==> src/ssc_pkg.sv <==
package ssc_pkg;
    // register map of the plain register port
    localparam logic [2:0] SSC_ADDR_CTRL2 = 3'h0;
    localparam logic [2:0] SSC_ADDR_MODE = 3'h1;
    localparam logic [2:0] SSC_ADDR_COUNT = 3'h2;
    localparam logic [2:0] SSC_ADDR_TXBUF = 3'h3;
    localparam logic [2:0] SSC_ADDR_RXBUF = 3'h4;
    localparam logic [2:0] SSC_ADDR_INT_STAT = 3'h5;
    localparam logic [2:0] SSC_ADDR_INT_MASK = 3'h6;
    // control register two field positions
    localparam int SSC_BIT_BUSY = 7;
    localparam int SSC_BIT_FAULT = 6;
    localparam int SSC_BIT_OVERRIDE = 2;
    localparam int SSC_BIT_TXREQ = 1;
    localparam int SSC_BIT_RXREQ = 0;
    // mode register field positions
    localparam int SSC_BIT_MASTER = 0;
    localparam int SSC_BIT_ENABLE = 1;
    // interrupt status field positions
    localparam int SSC_BIT_IRQ_DONE = 0;
    localparam int SSC_BIT_IRQ_FAULT = 1;
    localparam int SSC_BIT_IRQ_RXBYTE = 2;
    // reset values
    localparam logic [2:0] SSC_RST_CTRL2 = 3'h0;
    localparam logic [1:0] SSC_RST_MODE = 2'h0;
    localparam logic [7:0] SSC_RST_COUNT = 8'h00;
    localparam logic [2:0] SSC_RST_MASK = 3'h0;
    // serial clock divider: half period minus one, in sys_clk cycles
    localparam logic [3:0] SSC_SCK_HALF = 4'h4;
    localparam int SSC_BYTE_BITS = 8;
endpackage

==> src/ssc_link_if.sv <==
`timescale 1ns/10ps
interface ssc_link_if;
    logic sck_rise;
    logic sck_fall;
    logic sel_active;
    logic sel_end;
    logic sdi;
    modport producer (
        output sck_rise,
        output sck_fall,
        output sel_active,
        output sel_end,
        output sdi
    );
    modport consumer (
        input sck_rise,
        input sck_fall,
        input sel_active,
        input sel_end,
        input sdi
    );
endinterface

==> src/ssc_select_ctrl.sv <==
// The implementer's own choices: the register offsets and the strobed register port.
`timescale 1ns/10ps
// Summary of operation
// - slave, override clear: release mid byte sets fault, at a boundary clears.
// - master, override set: select output active whenever enabled.
// - master, override clear: select active only while counter nonzero.
// - slave, override set: ignore select, shift on all clocks, keep fault.
// - master, no tx data and rx space needed: start on counter write.
// - master, tx data needed: start on buffer write, count down per byte.
module ssc_select_ctrl
    import ssc_pkg::*;
(
    input wire logic sys_clk,
    input wire logic rst_n,
    input wire logic [2:0] reg_addr,
    input wire logic [7:0] reg_wdata,
    input wire logic reg_wr,
    input wire logic reg_rd,
    output logic [7:0] reg_rdata,
    output logic irq,
    input wire logic sck_in,
    input wire logic ss_in_n,
    input wire logic sdi_in,
    output logic sck_out,
    output logic sck_oe,
    output logic ss_out_n,
    output logic sdo_out,
    output logic sdo_oe
);
    typedef enum logic [1:0] {SSC_IDLE, SSC_LOAD, SSC_SHIFT} ssc_state_e;

    ssc_link_if lnk ();

    ssc_pin_sync u_sync (
        .sys_clk(sys_clk),
        .rst_n(rst_n),
        .sck_in(sck_in),
        .ss_in_n(ss_in_n),
        .sdi_in(sdi_in),
        .lnk(lnk.producer)
    );

    ////////////////////////////////////////////////////////////////////////
    // registers
    logic override_q, override_d;
    logic tx_req_q, tx_req_d;
    logic rx_req_q, rx_req_d;
    logic fault_q, fault_d;
    logic master_q, master_d;
    logic enable_q, enable_d;
    logic [7:0] count_q, count_d;
    logic [7:0] txbuf_q, txbuf_d;
    logic txfull_q, txfull_d;
    logic [7:0] rxbuf_q, rxbuf_d;
    logic [2:0] stat_q, stat_d;
    logic [2:0] mask_q, mask_d;
    logic [7:0] rdata_q, rdata_d;
    // transfer engine
    ssc_state_e state_q, state_d;
    logic [7:0] shreg_q, shreg_d;
    logic [3:0] bits_q, bits_d;
    logic [3:0] div_q, div_d;
    logic sck_q, sck_d;
    logic busy_q, busy_d;
    logic sdo_q, sdo_d;

    logic [2:0] ev;
    logic slave_sel;
    logic m_tick;
    logic do_sample;
    logic do_shift;
    logic [7:0] ctrl2_view;

    assign ctrl2_view = {busy_q, fault_q, 3'h0, override_q, tx_req_q,
                         rx_req_q};

    // slave is selected by the pin, or always when overridden
    assign slave_sel = override_q || lnk.sel_active;
    assign m_tick = (div_q == SSC_SCK_HALF);

    always_comb
    begin
        do_sample = 1'b0;
        do_shift = 1'b0;
        if (state_q == SSC_SHIFT)
        begin
            if (master_q)
            begin
                do_sample = m_tick && !sck_q;
                do_shift = m_tick && sck_q;
            end
            else if (slave_sel)
            begin
                do_sample = lnk.sck_rise;
                do_shift = lnk.sck_fall;
            end
        end
    end

    ////////////////////////////////////////////////////////////////////////
    // transfer sequencing
    always_comb
    begin
        state_d = state_q;
        shreg_d = shreg_q;
        bits_d = bits_q;
        div_d = 4'h0;
        sck_d = 1'b0;
        busy_d = busy_q;
        sdo_d = sdo_q;
        count_d = count_q;
        txfull_d = txfull_q;
        rxbuf_d = rxbuf_q;
        fault_d = fault_q;
        ev = 3'h0;
        if (reg_wr && reg_addr == SSC_ADDR_COUNT)
            count_d = reg_wdata;
        if (reg_wr && reg_addr == SSC_ADDR_TXBUF)
            txfull_d = 1'b1;
        case (state_q)
            SSC_IDLE:
            begin
                busy_d = 1'b0;
                if (enable_q && master_q)
                begin
                    if (tx_req_q && txfull_q && count_q != 8'h00)
                        state_d = SSC_LOAD;
                    else if (!tx_req_q && rx_req_q && count_q != 8'h00)
                        state_d = SSC_LOAD;
                end
                else if (enable_q && slave_sel)
                    state_d = SSC_LOAD;
            end
            SSC_LOAD:
            begin
                // no transmit data needed: shift out ones
                shreg_d = (tx_req_q && txfull_q) ? txbuf_q : 8'hff;
                if (tx_req_q)
                    txfull_d = 1'b0;
                sdo_d = shreg_d[7];
                bits_d = 4'h0;
                busy_d = 1'b1;
                state_d = SSC_SHIFT;
                // release here is at a boundary; missing it would hang busy
                if (!master_q && !override_q && lnk.sel_end)
                begin
                    fault_d = 1'b0;
                    state_d = SSC_IDLE;
                end
            end
            SSC_SHIFT:
            begin
                busy_d = 1'b1;
                if (master_q)
                begin
                    div_d = m_tick ? 4'h0 : div_q + 4'h1;
                    sck_d = m_tick ? !sck_q : sck_q;
                end
                if (do_sample)
                begin
                    shreg_d = {shreg_q[6:0], lnk.sdi};
                    bits_d = bits_q + 4'h1;
                end
                if (do_shift)
                begin
                    sdo_d = shreg_q[7];
                    if (bits_q == 4'(SSC_BYTE_BITS))
                    begin
                        rxbuf_d = shreg_q;
                        ev[SSC_BIT_IRQ_RXBYTE] = 1'b1;
                        if (master_q)
                            count_d = count_q - 8'h01;
                        if (master_q && count_q == 8'h01)
                        begin
                            ev[SSC_BIT_IRQ_DONE] = 1'b1;
                            state_d = SSC_IDLE;
                        end
                        else
                            state_d = SSC_LOAD;
                    end
                end
                if (!master_q && !override_q && lnk.sel_end)
                begin
                    // release mid byte loses it; boundary is clean
                    fault_d = (bits_q != 4'h0);
                    ev[SSC_BIT_IRQ_FAULT] = (bits_q != 4'h0);
                    if (bits_q == 4'(SSC_BYTE_BITS))
                    begin
                        fault_d = 1'b0;
                        rxbuf_d = shreg_q;
                        ev[SSC_BIT_IRQ_RXBYTE] = 1'b1;
                        ev[SSC_BIT_IRQ_FAULT] = 1'b0;
                    end
                    state_d = SSC_IDLE;
                end
                if (!enable_q)
                    state_d = SSC_IDLE;
            end
            default:
                state_d = SSC_IDLE;
        endcase
    end

    always_ff @(posedge sys_clk)
    begin
        if (!rst_n)
        begin
            state_q <= SSC_IDLE;
            shreg_q <= 8'h00;
            bits_q <= 4'h0;
            div_q <= 4'h0;
            sck_q <= 1'b0;
            busy_q <= 1'b0;
            sdo_q <= 1'b1;
            count_q <= SSC_RST_COUNT;
            txfull_q <= 1'b0;
            rxbuf_q <= 8'h00;
            fault_q <= 1'b0;
        end
        else
        begin
            state_q <= state_d;
            shreg_q <= shreg_d;
            bits_q <= bits_d;
            div_q <= div_d;
            sck_q <= sck_d;
            busy_q <= busy_d;
            sdo_q <= sdo_d;
            count_q <= count_d;
            txfull_q <= txfull_d;
            rxbuf_q <= rxbuf_d;
            fault_q <= fault_d;
        end
    end

    ////////////////////////////////////////////////////////////////////////
    // register port
    always_comb
    begin
        override_d = override_q;
        tx_req_d = tx_req_q;
        rx_req_d = rx_req_q;
        master_d = master_q;
        enable_d = enable_q;
        txbuf_d = txbuf_q;
        mask_d = mask_q;
        // hardware set wins over a write-one clear
        stat_d = stat_q | ev;
        rdata_d = 8'h00;
        if (reg_wr)
        begin
            case (reg_addr)
                SSC_ADDR_CTRL2:
                begin
                    // writes during busy are the caller's fault
                    override_d = reg_wdata[SSC_BIT_OVERRIDE];
                    tx_req_d = reg_wdata[SSC_BIT_TXREQ];
                    rx_req_d = reg_wdata[SSC_BIT_RXREQ];
                end
                SSC_ADDR_MODE:
                begin
                    master_d = reg_wdata[SSC_BIT_MASTER];
                    enable_d = reg_wdata[SSC_BIT_ENABLE];
                end
                SSC_ADDR_TXBUF:
                    txbuf_d = reg_wdata;
                SSC_ADDR_INT_STAT:
                    stat_d = (stat_q & ~reg_wdata[2:0]) | ev;
                SSC_ADDR_INT_MASK:
                    mask_d = reg_wdata[2:0];
                default:
                    mask_d = mask_q;
            endcase
        end
        if (reg_rd)
        begin
            case (reg_addr)
                SSC_ADDR_CTRL2:
                    rdata_d = ctrl2_view;
                SSC_ADDR_MODE:
                    rdata_d = {6'h00, enable_q, master_q};
                SSC_ADDR_COUNT:
                    rdata_d = count_q;
                SSC_ADDR_TXBUF:
                    rdata_d = txbuf_q;
                SSC_ADDR_RXBUF:
                    rdata_d = rxbuf_q;
                SSC_ADDR_INT_STAT:
                    rdata_d = {5'h00, stat_q};
                SSC_ADDR_INT_MASK:
                    rdata_d = {5'h00, mask_q};
                default:
                    rdata_d = 8'h00;
            endcase
        end
    end

    always_ff @(posedge sys_clk)
    begin
        if (!rst_n)
        begin
            override_q <= SSC_RST_CTRL2[SSC_BIT_OVERRIDE];
            tx_req_q <= SSC_RST_CTRL2[SSC_BIT_TXREQ];
            rx_req_q <= SSC_RST_CTRL2[SSC_BIT_RXREQ];
            master_q <= SSC_RST_MODE[SSC_BIT_MASTER];
            enable_q <= SSC_RST_MODE[SSC_BIT_ENABLE];
            txbuf_q <= 8'h00;
            stat_q <= 3'h0;
            mask_q <= SSC_RST_MASK;
            rdata_q <= 8'h00;
        end
        else
        begin
            override_q <= override_d;
            tx_req_q <= tx_req_d;
            rx_req_q <= rx_req_d;
            master_q <= master_d;
            enable_q <= enable_d;
            txbuf_q <= txbuf_d;
            stat_q <= stat_d;
            mask_q <= mask_d;
            rdata_q <= rdata_d;
        end
    end

    ////////////////////////////////////////////////////////////////////////
    // outputs
    assign reg_rdata = rdata_q;
    assign irq = |(stat_q & mask_q);
    assign sck_out = sck_q;
    assign sck_oe = master_q && enable_q;
    assign ss_out_n = !(master_q && enable_q
                        && (override_q || count_q != 8'h00));
    assign sdo_out = sdo_q;
    // slave leaves the data line free while deselected
    assign sdo_oe = enable_q && (master_q || slave_sel);
endmodule // ssc_select_ctrl

==> src/ssc_pin_sync.sv <==
`timescale 1ns/10ps
module ssc_pin_sync
    import ssc_pkg::*;
(
    input wire logic sys_clk,
    input wire logic rst_n,
    input wire logic sck_in,
    input wire logic ss_in_n,
    input wire logic sdi_in,
    ssc_link_if.producer lnk
);
    logic [2:0] meta_q;
    logic [2:0] meta_d;
    logic [2:0] sync_q;
    logic [2:0] sync_d;
    logic [1:0] prev_q;
    logic [1:0] prev_d;

    always_comb
    begin
        meta_d = {sdi_in, ss_in_n, sck_in};
        sync_d = meta_q;
        prev_d = sync_q[1:0];
    end

    always_ff @(posedge sys_clk)
    begin
        if (!rst_n)
        begin
            meta_q <= 3'h2;
            sync_q <= 3'h2;
            prev_q <= 2'h2;
        end
        else
        begin
            meta_q <= meta_d;
            sync_q <= sync_d;
            prev_q <= prev_d;
        end
    end

    assign lnk.sck_rise = sync_q[0] && !prev_q[0];
    assign lnk.sck_fall = !sync_q[0] && prev_q[0];
    assign lnk.sel_active = !sync_q[1];
    assign lnk.sel_end = sync_q[1] && !prev_q[1];
    assign lnk.sdi = sync_q[2];
endmodule // ssc_pin_sync

==> config.mk <==
export PLATFORM = sky130hd
export DESIGN_NAME = ssc_select_ctrl
export DESIGN_NICKNAME = d
export VERILOG_FILES = /design/src/ssc_pkg.sv /design/src/ssc_link_if.sv /design/src/ssc_select_ctrl.sv /design/src/ssc_pin_sync.sv
export SDC_FILE = /design/constraint.sdc
export NUM_CORES = 1
export LEC_CHECK = 0
export ABC_CLOCK_PERIOD_IN_PS = 2900
export BUFFER_PORTS_ARGS = -buffer_cell sky130_fd_sc_hd__buf_2
export CELL_PAD_IN_SITES_DETAIL_PLACEMENT = 0
export CELL_PAD_IN_SITES_GLOBAL_PLACEMENT = 1
export CORE_MARGIN = 5
export CORE_UTILIZATION = 40
export CTS_CLUSTER_DIAMETER = 100
export CTS_CLUSTER_SIZE = 20
export DETAILED_ROUTE_END_ITERATION = 6
export PLACE_DENSITY = 0.72
export REMOVE_ABC_BUFFERS = 1
export SYNTH_ARGS = -nofsm -noshare
export SYNTH_HDL_FRONTEND = slang
export SYNTH_HIERARCHICAL = 1
export SYNTH_SLANG_ARGS = --single-unit
==> constraint.sdc <==
create_clock -name sys_clk -period 2.9 [get_ports sys_clk]
set_input_delay 0.145 -clock sys_clk [delete_from_list [all_inputs] [get_ports sys_clk]]
set_output_delay 0.145 -clock sys_clk [all_outputs]
set_load 0.01 [all_outputs]
==> results.sh <==
export IMPL_status="finished, final reports clean"
export IMPL_synth_xor_area_share_pct=0.7061
export IMPL_drt_iter0_drc=141
export IMPL_antennaDiodeCount=0
export IMPL_gp_congestion=0.8601
export IMPL_coreArea_um2=9153
export IMPL_rsz0062_at_grt="no"
export IMPL_period_minus_slack_ps=2118
export IMPL_crit_required_ps=3140
export IMPL_finalMaxSlewViolations=0
export IMPL_tns_ps=0
export IMPL_synth_area_um2=3721
export IMPL_grtUsageTotal_pct=17.51
export IMPL_die_x_um=106.5
export IMPL_area_growth_pct=12.04
export IMPL_die_y_um=106.5
export IMPL_timing_worst_slew_pin_value_ps=890.8
export IMPL_synth_top_family_by_area="simple AND/OR/NAND/NOR gates"
export IMPL_setup_slack_ps=782.4
export IMPL_regArea_um2=1481
export IMPL_hpwl_mm=6.918
export IMPL_cts_buffers=9
export IMPL_fmax_mhz=472.2
export IMPL_finalHoldViolCount=0
export IMPL_crit_family="compound AO/OA/AOI/OAI gates"
export IMPL_totalWireLength_mm=9.611
export IMPL_worstPathMaxFanout=10
export IMPL_layout_nets=472
export IMPL_min_to="txbuf_q[5]$_SDFFE_PN0P_"
export IMPL_r2r_start="state_q[0]$_SDFFE_PN0P_"
export IMPL_clkSinkCount=74
export IMPL_worstHoldStart="reg_wdata[5]"
export IMPL_synth_adder_area_share_pct=3.362
export IMPL_synth_warnings=6
export IMPL_async_reset_ff_share_pct=0
export IMPL_grt_pass1_wl_mm=15.43
export IMPL_wl_per_cell_um=17.16
export IMPL_cp_start_kind="flip-flop"
export IMPL_hold_path_depth=3
export IMPL_hold_class="input pin to flip-flop"
export IMPL_synth_mux_area_share_pct=7.666
export IMPL_clkLatencyLatePin_ps=350
export IMPL_r2r_setup_slack_ps=780
export IMPL_clk_path_buf_depth=2
export IMPL_synth_flop_cell="dfxtp_1"
export IMPL_antenna_found_initial=0
export IMPL_synth_cell_types=61
export IMPL_finalPower_w=0.002392
export IMPL_synth_compound_gate_area_share_pct=17.55
export IMPL_critical_path_arrival_ps=2360
export IMPL_antenna_left=0
export IMPL_slew_headroom_pct=40.40
export IMPL_dpl_worst_slack_ps=781.4
export IMPL_drive_above_1_share_pct=15.14
export IMPL_min_period_over_period_pct=73.02
export IMPL_grt_pass1_vias=2909
export IMPL_synth_simple_area_share_pct=25.55
export IMPL_yosysSeqAreaShare_pct=39.81
export IMPL_r2r_end="rxbuf_q[3]$_SDFFE_PN0P_"
export IMPL_synth_edf_count=0
export IMPL_cts_tree="yes"
export IMPL_multi_input_area_um2=2041
export IMPL_io_buffers=31
export IMPL_io_pins=32
export IMPL_slowest_stage="a21o_1"
export IMPL_setup_viol=0
export IMPL_clock_skew_ps=7.257
export IMPL_die_area_um2=11330
export IMPL_p_leak_nw=1.713
export IMPL_htree_levels=3
export IMPL_grt_overflow=0
export IMPL_drv_cap=0
export IMPL_ir_worst_vdd_uv=327.9
export IMPL_ys_ff_latch=74
export IMPL_max_stage_delay_ps=440
export IMPL_avgSynthCellArea_um2=8.923
export IMPL_crit_type="flip-flop to flip-flop"
export IMPL_path_cells="inv_1 > ha_1 > nand3_1 > a2bb2oi_2 > a21o_1 > mux2i_1 > nor2b_1"
export IMPL_cp_buffers_inverters=1
export IMPL_dpl_cell_area_um2=3910
export IMPL_drc=0
export IMPL_synthesis_instances=417
export IMPL_path_clk_slew_ps=80
export IMPL_worst_setup_path_end_kind="flip-flop"
export IMPL_grt_max_degree=35
export IMPL_initial_utilization_pct=40.66
export IMPL_fin_area_um2=4169
export IMPL_via_per_inst=5.455
export IMPL_num_rows=35
export IMPL_fillers=915
export IMPL_vias=3055
export IMPL_power_density_nw_per_um2=573.8
export IMPL_cts_root_buf="clkbuf_8"
export IMPL_cts_setup_buffers=0
export IMPL_first_pass_iters=4
export IMPL_r2r_cells=7
## cell usage in the layout (no fill, tap or decap), types with 2 or more instances in the layout
cell	count
a31oi_1	7
inv_1	19
o21ai_0	15
dfxtp_1	74
and2_1	9
a22oi_1	7
ha_1	10
buf_4	3
bufinv_16	2
mux2_2	2
nand2b_1	10
a21boi_0	15
nand2_1	42
a21oi_1	11
nor2b_1	28
nor3_1	12
a21boi_1	5
mux2i_1	24
xnor2_1	2
clkbuf_8	11
nand3b_4	2
o211ai_1	5
nand3b_1	2
buf_2	31
nand3_1	25
nor2_1	28
and3_1	3
dlygate4sd3_1	3
o41ai_1	2
o211a_1	7
## worst max path at each step
stage	cells after the start	to	start	slack [ps]
2_1_floorplan	7	count_q[4]$_SDFF_PN0_	state_q[0]$_SDFFE_PN0P_	620
3_3_place_gp	7	rxbuf_q[6]$_SDFFE_PN0P_	state_q[0]$_SDFFE_PN0P_	880
3_5_place_dp	7	rxbuf_q[3]$_SDFFE_PN0P_	state_q[0]$_SDFFE_PN0P_	780
4_1_cts	7	rxbuf_q[3]$_SDFFE_PN0P_	state_q[0]$_SDFFE_PN0P_	760
5_1_grt	7	rxbuf_q[4]$_SDFFE_PN0P_	state_q[0]$_SDFFE_PN0P_	610
6_report	7	rxbuf_q[3]$_SDFFE_PN0P_	state_q[0]$_SDFFE_PN0P_	780
## timing repair
action,4_1_cts,5_1_grt
endpoints found under the hold margin,3,0
resized for setup,0,0
hold buffers,3,0
## area by class of cell
class	instances	share of cell area [%]
Tap cell	111	3.331
Multi-Input combinational cell	303	48.95
Sequential cell	74	35.53
Timing Repair Buffer	37	4.982
Clock inverter	4	1.771
Clock buffer	12	3.721
Inverter	19	1.711
## synthesized netlist by cell type (7+ instances only)
cell | n | share of area (%)
a21boi_0 | 15 | 3.0
nor3_1 | 12 | 1.6
clkbuf_1 | 10 | 1.0
nand2b_1 | 10 | 1.7
a31oi_1 | 7 | 1.2
a22oi_1 | 7 | 1.4
dfxtp_1 | 74 | 40
and2_1 | 9 | 1.5
inv_1 | 19 | 1.9
a21oi_1 | 11 | 1.5
o21ai_0 | 15 | 2.0
mux2i_1 | 24 | 6.5
nor2_1 | 28 | 2.8
nand3_1 | 25 | 3.4
o211a_1 | 7 | 1.9
nand2_1 | 42 | 4.2
ha_1 | 10 | 3.4
nor2b_1 | 28 | 4.7
## sequential cells by signal, indices dropped and copies added, names as in the netlist, 4 cells and up
signal	flops
bits_q	4
reg_rdata	8
rxbuf_q	8
count_q	8
txbuf_q	8
shreg_q	8
div_q	4
## layer usage
metal	track usage (%)	vias up	part of all wire, %
met2	26.92	70	44
met3	4.432	4	6.5
met1	24.79	1469	49
li1	-	1512	-
met4	3.836	0	0.48
met5	0	-	0
## power breakdown
part | internal [W] | switching, W
Clock | 0.000533 | 0.000398
Sequential | 0.00109 | 0.0000639
Combinational | 0.000137 | 0.000175
## through the flow
| step | hold slack [ps] | cells | utilization (%) |
|---|---|---|---|
| final | 72.91 | 560 | 45.55 |
| after CTS | 59.45 | 560 | 45.55 |
| after global placement | 324.3 | 541 | 42.72 |
| after global routing | 57.31 | 560 | 45.55 |
| after floorplan | 216.8 | 396 | - |
| after detailed placement | 338.0 | 541 | 42.72 |
## kinds of logic (layout without fill, tap and decap cells)
family	after synthesis	in the layout
DFF	74	74
muxes	27	27
adders and majority gates	10	10
and+or+nand+nor	175	175
xor gates and xnor gates	3	3
AOI/OAI and AO/OA	88	88
buffers and inverters	40	72
## worst reg2reg max path: stages, from the launching register on
cell and delay (ps):
dfxtp_1 380, inv_1 80, ha_1 310, nand3_1 180, a2bb2oi_2 300, a21o_1 440, mux2i_1 250, nor2b_1 60
Note: power is estimated with default switching activity, not from simulation.
